<file path="config.mk">
export PLATFORM = sky130hd
export DESIGN_NAME = rxpi_top
export DESIGN_NICKNAME = d
export VERILOG_FILES = /design/src/shared/rxpi_pkg.sv /design/src/rtl/rxpi_edge.sv /design/src/rtl/rxpi_top.sv
export SDC_FILE = /design/constraint.sdc
export NUM_CORES = 1
export LEC_CHECK = 0
export BUFFER_PORTS_ARGS = -buffer_cell sky130_fd_sc_hd__buf_2
export CORE_MARGIN = 2
export CORE_UTILIZATION = 45
export CTS_BUF_LIST = sky130_fd_sc_hd__clkbuf_16
export DETAILED_ROUTE_END_ITERATION = 8
export HOLD_SLACK_MARGIN = 0.15
export PLACE_DENSITY = 0.67
export RECOVER_POWER = 100
export SYNTH_ARGS = -nofsm -noshare
export SYNTH_HDL_FRONTEND = slang
export SYNTH_SLANG_ARGS = --single-unit
</file>
<file path="constraint.sdc">
create_clock -name i_sys_clk -period 1.9 [get_ports i_sys_clk]
set_clock_uncertainty 0.2 [all_clocks]
set_input_delay 0.095 -clock i_sys_clk [delete_from_list [all_inputs] [get_ports i_sys_clk]]
set_output_delay 0.095 -clock i_sys_clk [all_outputs]
set_load 0.01 [all_outputs]
</file>
<file path="src/shared/rxpi_pkg.sv">
// constants and state types for the receive port interrupt status block
package rxpi_pkg;
   localparam int NUM_PORTS = 4;
   localparam int NUM_LINES = 4;
   localparam int PORT_W    = 2;
   localparam int LINE_BITS = NUM_PORTS * NUM_LINES;

   // register byte addresses
   localparam logic [7:0] ADDR_PORT_SEL = 8'h4c;
   localparam logic [7:0] ADDR_IE_HI    = 8'hd8;
   localparam logic [7:0] ADDR_IE_LO    = 8'hd9;
   localparam logic [7:0] ADDR_ISR_HI   = 8'hda;
   localparam logic [7:0] ADDR_ISR_LO   = 8'hdb;
   localparam logic [7:0] ADDR_LINE_STS = 8'hdc;
   localparam logic [7:0] ADDR_EDGE_IE  = 8'hdd;

   // upper status bit positions
   localparam int HI_ENC_BIT = 2;
   localparam int HI_SEQ_BIT = 1;
   localparam int HI_CRC_BIT = 0;
   // lower status bit positions
   localparam int LO_LEN_BIT = 6;
   localparam int LO_CNT_BIT = 5;
   localparam int LO_OVF_BIT = 4;
   localparam int LO_PAR_BIT = 2;
   localparam int LO_VAL_BIT = 1;
   localparam int LO_LCK_BIT = 0;
   // line status layout: irq flags high nibble, live levels low nibble
   localparam int LINE_IRQ_LSB = 4;
   localparam int LINE_VAL_LSB = 0;

   // implemented bits of each register
   localparam logic [7:0] MASK_HI   = 8'h07;
   localparam logic [7:0] MASK_LO   = 8'h77;
   localparam logic [7:0] MASK_SEL  = 8'h03;
   localparam logic [7:0] RESET_REG = 8'h00;

   typedef struct packed {
      logic [PORT_W-1:0]           port_sel;
      logic [NUM_PORTS-1:0][7:0]   err_hi;
      logic [NUM_PORTS-1:0][7:0]   evt_lo;
      logic [NUM_PORTS-1:0][3:0]   line_irq;
      logic [NUM_PORTS-1:0][7:0]   ie_hi;
      logic [NUM_PORTS-1:0][7:0]   ie_lo;
      logic [NUM_PORTS-1:0][7:0]   edge_ie;
      logic [7:0]                  rdata;
      logic                        rvalid;
   } rxpi_state_t;
endpackage

</file>
<file path="src/rtl/rxpi_edge.sv">
// rise and fall detector for a vector of levels
`timescale 1ns/1ns
module rxpi_edge #(
   parameter int W = 1
) (
   input  wire logic         i_sys_clk,
   input  wire logic         i_resetn,
   input  wire logic [W-1:0] i_level,
   output logic      [W-1:0] o_rise,
   output logic      [W-1:0] o_fall
);
   typedef struct packed {
      logic [W-1:0] prev;
      logic         primed;
   } rxpi_edge_state_t;

   rxpi_edge_state_t s;
   rxpi_edge_state_t next_s;

   // no edge until the first sample is held, so reset is no change
   assign o_rise = s.primed ? (i_level & ~s.prev) : '0;
   assign o_fall = s.primed ? (~i_level & s.prev) : '0;

   // track the last level each cycle
   always_comb begin
      next_s        = s;
      next_s.prev   = i_level;
      next_s.primed = 1'b1;
   end

   always_ff @(posedge i_sys_clk) begin
      if (!i_resetn) begin
         s <= '0;
      end else begin
         s <= next_s;
      end
   end
endmodule

</file>
<file path="src/rtl/rxpi_top.sv">
// per receive port interrupt status, enables and forward line status
`timescale 1ns/1ns
module rxpi_top (
   input  wire logic                             i_sys_clk,
   input  wire logic                             i_resetn,
   input  wire logic [7:0]                       i_reg_addr,
   input  wire logic                             i_reg_rd,
   input  wire logic                             i_reg_wr,
   input  wire logic [7:0]                       i_reg_wdata,
   output logic      [7:0]                       o_reg_rdata,
   output logic                                  o_reg_rvalid,
   input  wire logic [rxpi_pkg::NUM_PORTS-1:0]   i_encode_error,
   input  wire logic [rxpi_pkg::NUM_PORTS-1:0]   i_ctrl_seq_error,
   input  wire logic [rxpi_pkg::NUM_PORTS-1:0]   i_ctrl_crc_error,
   input  wire logic [rxpi_pkg::NUM_PORTS-1:0]   i_line_length_changed,
   input  wire logic [rxpi_pkg::NUM_PORTS-1:0]   i_line_count_changed,
   input  wire logic [rxpi_pkg::NUM_PORTS-1:0]   i_rx_overflow,
   input  wire logic [rxpi_pkg::NUM_PORTS-1:0]   i_link_parity_error,
   input  wire logic [rxpi_pkg::NUM_PORTS-1:0]   i_port_valid,
   input  wire logic [rxpi_pkg::NUM_PORTS-1:0]   i_link_lock,
   input  wire logic [rxpi_pkg::LINE_BITS-1:0]   i_fwd_line,
   input  wire logic [rxpi_pkg::NUM_PORTS-1:0]   i_status_first_rd,
   input  wire logic [rxpi_pkg::NUM_PORTS-1:0]   i_status_second_rd,
   output logic      [rxpi_pkg::NUM_PORTS-1:0]   o_port_irq,
   output logic      [rxpi_pkg::NUM_PORTS-1:0]   o_line_irq
);
   import rxpi_pkg::*;

   rxpi_state_t                   s;
   rxpi_state_t                   next_s;
   logic [NUM_PORTS-1:0][7:0]     set_hi;
   logic [NUM_PORTS-1:0][7:0]     clr_hi;
   logic [NUM_PORTS-1:0][7:0]     set_lo;
   logic [NUM_PORTS-1:0][7:0]     clr_lo;
   logic [NUM_PORTS-1:0][3:0]     set_line;
   logic [NUM_PORTS-1:0][3:0]     clr_line;
   logic [NUM_PORTS-1:0]          valid_rise;
   logic [NUM_PORTS-1:0]          valid_fall;
   logic [NUM_PORTS-1:0]          lock_rise;
   logic [NUM_PORTS-1:0]          lock_fall;
   logic [LINE_BITS-1:0]          line_rise;
   logic [LINE_BITS-1:0]          line_fall;
   logic [7:0]                    rd_mux;
   logic [3:0]                    live_sel;

   // change detection on port-valid and lock levels
   rxpi_edge #(.W(NUM_PORTS)) u_valid_edge (
      .i_sys_clk (i_sys_clk),
      .i_resetn  (i_resetn),
      .i_level   (i_port_valid),
      .o_rise    (valid_rise),
      .o_fall    (valid_fall)
   );

   rxpi_edge #(.W(NUM_PORTS)) u_lock_edge (
      .i_sys_clk (i_sys_clk),
      .i_resetn  (i_resetn),
      .i_level   (i_link_lock),
      .o_rise    (lock_rise),
      .o_fall    (lock_fall)
   );

   // edges of every forward line of every port
   rxpi_edge #(.W(LINE_BITS)) u_line_edge (
      .i_sys_clk (i_sys_clk),
      .i_resetn  (i_resetn),
      .i_level   (i_fwd_line),
      .o_rise    (line_rise),
      .o_fall    (line_fall)
   );

   // set and clear terms; reads of the isr registers never appear here
   genvar p;
   genvar k;
   generate
      for (p = 0; p < NUM_PORTS; p++) begin : g_port
         always_comb begin
            set_hi[p]             = '0;
            clr_hi[p]             = '0;
            set_lo[p]             = '0;
            clr_lo[p]             = '0;
            set_hi[p][HI_ENC_BIT] = i_encode_error[p];
            clr_hi[p][HI_ENC_BIT] = i_status_second_rd[p];
            set_hi[p][HI_SEQ_BIT] = i_ctrl_seq_error[p];
            clr_hi[p][HI_SEQ_BIT] = i_status_first_rd[p];
            set_hi[p][HI_CRC_BIT] = i_ctrl_crc_error[p];
            clr_hi[p][HI_CRC_BIT] = i_status_first_rd[p];
            set_lo[p][LO_LEN_BIT] = i_line_length_changed[p];
            clr_lo[p][LO_LEN_BIT] = i_status_second_rd[p];
            set_lo[p][LO_CNT_BIT] = i_line_count_changed[p];
            clr_lo[p][LO_CNT_BIT] = i_status_second_rd[p];
            set_lo[p][LO_OVF_BIT] = i_rx_overflow[p];
            clr_lo[p][LO_OVF_BIT] = i_status_second_rd[p];
            set_lo[p][LO_PAR_BIT] = i_link_parity_error[p];
            clr_lo[p][LO_PAR_BIT] = i_status_first_rd[p];
            set_lo[p][LO_VAL_BIT] = valid_rise[p] | valid_fall[p];
            clr_lo[p][LO_VAL_BIT] = i_status_first_rd[p];
            set_lo[p][LO_LCK_BIT] = lock_rise[p] | lock_fall[p];
            clr_lo[p][LO_LCK_BIT] = i_status_first_rd[p];
         end

         // line condition: enabled rise or enabled fall
         for (k = 0; k < NUM_LINES; k++) begin : g_line
            assign set_line[p][k] =
               (line_rise[p*NUM_LINES+k] & s.edge_ie[p][2*k]) |
               (line_fall[p*NUM_LINES+k] & s.edge_ie[p][2*k+1]);
         end
         // read of the line status register of this port clears it
         assign clr_line[p] = {4{i_reg_rd && i_reg_addr == ADDR_LINE_STS
                                && s.port_sel == PORT_W'(p)}};

         // enable gating onto the port interrupt
         assign o_port_irq[p] = |(s.err_hi[p] & s.ie_hi[p]) |
                                |(s.evt_lo[p] & s.ie_lo[p]);
         assign o_line_irq[p] = |s.line_irq[p];
      end
   endgenerate

   // live levels of the selected port, sampled at the read itself
   assign live_sel = i_fwd_line[s.port_sel*NUM_LINES +: NUM_LINES];

   // read mux over the selected port copy
   always_comb begin
      unique case (i_reg_addr)
         ADDR_PORT_SEL: rd_mux = {6'h00, s.port_sel};
         ADDR_IE_HI:    rd_mux = s.ie_hi[s.port_sel];
         ADDR_IE_LO:    rd_mux = s.ie_lo[s.port_sel];
         ADDR_ISR_HI:   rd_mux = s.err_hi[s.port_sel];
         ADDR_ISR_LO:   rd_mux = s.evt_lo[s.port_sel];
         ADDR_LINE_STS: rd_mux = {s.line_irq[s.port_sel], live_sel};
         default:       rd_mux = RESET_REG; // unmapped and write-only
      endcase
   end

   // next state: set beats clear, writes go to the selected copy
   always_comb begin
      next_s        = s;
      next_s.rvalid = i_reg_rd;
      if (i_reg_rd) begin
         next_s.rdata = rd_mux;
      end
      for (int i = 0; i < NUM_PORTS; i++) begin
         next_s.err_hi[i]   = ((s.err_hi[i] & ~clr_hi[i]) | set_hi[i])
                              & MASK_HI;
         next_s.evt_lo[i]   = ((s.evt_lo[i] & ~clr_lo[i]) | set_lo[i])
                              & MASK_LO;
         next_s.line_irq[i] = (s.line_irq[i] & ~clr_line[i])
                              | set_line[i];
      end
      if (i_reg_wr) begin
         unique case (i_reg_addr)
            ADDR_PORT_SEL: next_s.port_sel = i_reg_wdata[PORT_W-1:0];
            ADDR_IE_HI:    next_s.ie_hi[s.port_sel] = i_reg_wdata & MASK_HI;
            ADDR_IE_LO:    next_s.ie_lo[s.port_sel] = i_reg_wdata & MASK_LO;
            ADDR_EDGE_IE:  next_s.edge_ie[s.port_sel] = i_reg_wdata;
            default:       next_s.rvalid = next_s.rvalid; // read-only
         endcase
      end
   end

   always_ff @(posedge i_sys_clk) begin
      if (!i_resetn) begin
         s <= '0;
      end else begin
         s <= next_s;
      end
   end

   assign o_reg_rdata  = s.rdata;
   assign o_reg_rvalid = s.rvalid;
endmodule

</file>
==> run metrics <==
core area=roughly 16000 µm²; Critical Path Fanout Max=2; Max-Cap Viols=0; iteration count of the initial detailed-routing pass=5; nets@finish=about 1000; Reg clk slew, reported paths=approximately 0.06 ns; Root Buffer=clkbuf_16; Max Used Layer=met4; EDFF count, synth=0; Final Util=0.6484; Multi-input gate area=roughly 4000 µm²; RePlAce Congestion=around 0.93; Top Ports=slightly below 100; Hold Vio Cnt, Final=0; Sequential Area=about 3100 µm²; status=complete, but fails checks; final wirelength=22230 µm; Mean Syn Cell Area=10.50 µm²; required time of the critical path=~1.6 ns; Tmin final=a little under 2 ns; Post-Syn Area=between 7000 and 8000 µm²; first-pass GRT wire length=approximately 35000 µm; Yosys top cell area share=0.4293; vias in the first global route=~6700; Final period util=1.033; Crit Path Category=flip-flop to output port; max_slew headroom=0.6031; crit end category=output port; total global routing overflow=0; Initial Util=0.4596; final worst setup slack=-0.06282 ns; die area=~17000 µm²; Max Root-Sink Buffers=2; area grow syn2layout=41.07%; area leader, netlist=dfxtp_1; via/cell ratio=roughly 5.5; Worst Hold Launch=o_reg_rdata[3]; FF+latch count, synth=roughly 160; Die X=about 130 µm; Worst-Skew Late Latency=roughly 0.44 ns; initial antenna violation count=0; share of cells above drive strength 1=0.2445; Hold Crit Class=flip-flop to flip-flop; Filler Cells Inserted=approximately 1200; # setup viols final=8; power per cell area=763.5 nW/µm²; FMAX=509.5 MHz; ys async rst share=0; post-DP HPWL=about 15000 µm; crit path from=s[65]; I/O Buffers=96; Leak=around 4 nW; Setup TNS=-0.2395 ns; Clock H-tree levels=4; DR DRC count=0; dominant synthesized flop cell=dfxtp_1; FP Rows=46; slew at the pin closest to its max-slew limit=around 0.60 ns; Met2 Wirelength=roughly 11000 µm; ANT cells=0; sequential-to-total area share from yosys stat=0.4293; M1 wire length=between 9000 and 10000 µm; failing checks=setup timing; CP Launch Type=flip-flop; Peak supply drop=0.6989 mV; Global Route Usage Sum=0.2590; post-synth net total=773; chip height=about 130 µm; RSZ-0062 raised after global routing=yes; Gate Count Post-Synth=just under 700; WL/cell=around 19 µm; largest net degree at the start of global routing=156; WP data arrival=between 1.5 and 2 ns; warnings from Yosys=0; R2R Path Start=s[185]; CTS buffer count=17; distinct cell type count after synthesis=44; CTS tree=done; Pins Over Slew Limit=0; Reg2Reg Setup Slack=-0.03 ns; post-route ant nets=0; Area contributors post-synth=dfxtp_1, nor2b_1, mux2i_1, mux4_2, o21a_1; CTS sink count=around 160; routed vias=6444; met3 WL=between 1500 and 2000 µm; drt initial violations=~540
## worst max-delay path, cell delays in order (launching register included)
cell and delay, ns:
dfxtp_2 0.33, a222oi_1 0.54, nand3_1 0.18, buf_2 0.18
## where the power goes
group	internal, mW	switching, mW
clock	2.30	1.37
sequential	3.36	0.0779
combinational	0.419	0.304
## timing repair
item,4_1_cts,5_1_grt
gates resized for setup,11,37
hold buffers,127,0
endpoints found under the setup margin,37,52
endpoints found under the hold margin,156,0
setup buffers,1,9
cloned,0,0
pin swaps,6,16
## flip-flops by register name, indices dropped and copies added (netlist names)
| register | flops |
|---|---|
| u_lock_edge.s | 4 |
| u_line_edge.s | 16 |
| s | 122 |
| o_reg_rdata | 8 |
| o_reg_rvalid | 1 |
| u_valid_edge.s | 5 |
## area by class of cell
class,count,area share
clock buffer,17,0.04145
tap,216,0.02634
clock inverter,14,0.01963
multi-input combinational,484,0.3886
timing repair buffer,278,0.2180
sequential,156,0.3060
## cells by family after synthesis
group	synth area share
buf+inv	0.03612
compound gates	0.1078
simple gates	0.2375
xor+xnor	0.009632
flops	0.4293
mux	0.1796
## final timing paths
kind,depth (start not counted),to
setup / recovery,3,o_port_irq[3]
hold / removal,2,o_reg_rdata[3]
setup reg to reg,7,s[57]
hold reg to reg,2,o_reg_rdata[3]
## cells in the final DEF, fill, tap and decap left out, types with 5 or more instances in the layout
master         instances
clkbuf_1              15
and2_1                26
bufinv_16              5
buf_4                 33
xor2_1                 8
nand3b_1              17
mux2i_1               70
a21oi_1                8
nor4_4                 9
dlygate4sd3_1        127
clkbuf_2               7
o21ai_0               38
mux4_2                26
nand3_1                7
dfxtp_1              144
or4_1                  5
buf_2                 78
nor2b_1              116
buf_12                 6
dfxtp_2               11
nand4_1               11
a21boi_0              16
nand2_1               42
clkbuf_16             17
clkbuf_4               6
o21a_1                28
buf_6                  5
## per-layer routing
layer / GRT usage / vias to the layer above
met5: 0 / -
met4: 0.1244 / 0
met3: 0.06944 / 82
met2: 0.4202 / 296
met1: 0.3205 / 3108
li1: - / 2958
## per-stage QoR
stage                     hold slack (ns)  cells  instance area (µm²)  worst slack (ns)  total power [mW]
after detailed placement           0.1050    997                 8217           -0.1751             3.982
after floorplan                  -0.07728    693                 7278         -0.004809             3.752
final                              0.2905   1165                10260          -0.06282             7.835
after global routing               0.3174   1165                10260           -0.1119             8.042
after CTS                          0.2935   1156                10150          -0.03813             7.827
after global placement             0.1035    997                 8217           -0.1542             3.969
## cell usage after synthesis, types with 5 or more instances
| master | number |
|---|---|
| o21a_1 | 28 |
| a21oi_1 | 8 |
| a21boi_0 | 16 |
| or4_1 | 6 |
| a22oi_1 | 5 |
| buf_2 | 6 |
| nor4_4 | 7 |
| nand2_1 | 42 |
| mux2i_1 | 72 |
| nand3b_1 | 17 |
| and2_1 | 26 |
| dfxtp_1 | 156 |
| nand4_1 | 11 |
| buf_4 | 11 |
| o21ai_0 | 39 |
| mux4_2 | 26 |
| clkbuf_1 | 33 |
| nand3_1 | 7 |
| xor2_1 | 8 |
| nor2b_1 | 116 |
Power figures use the tool's default switching activity.
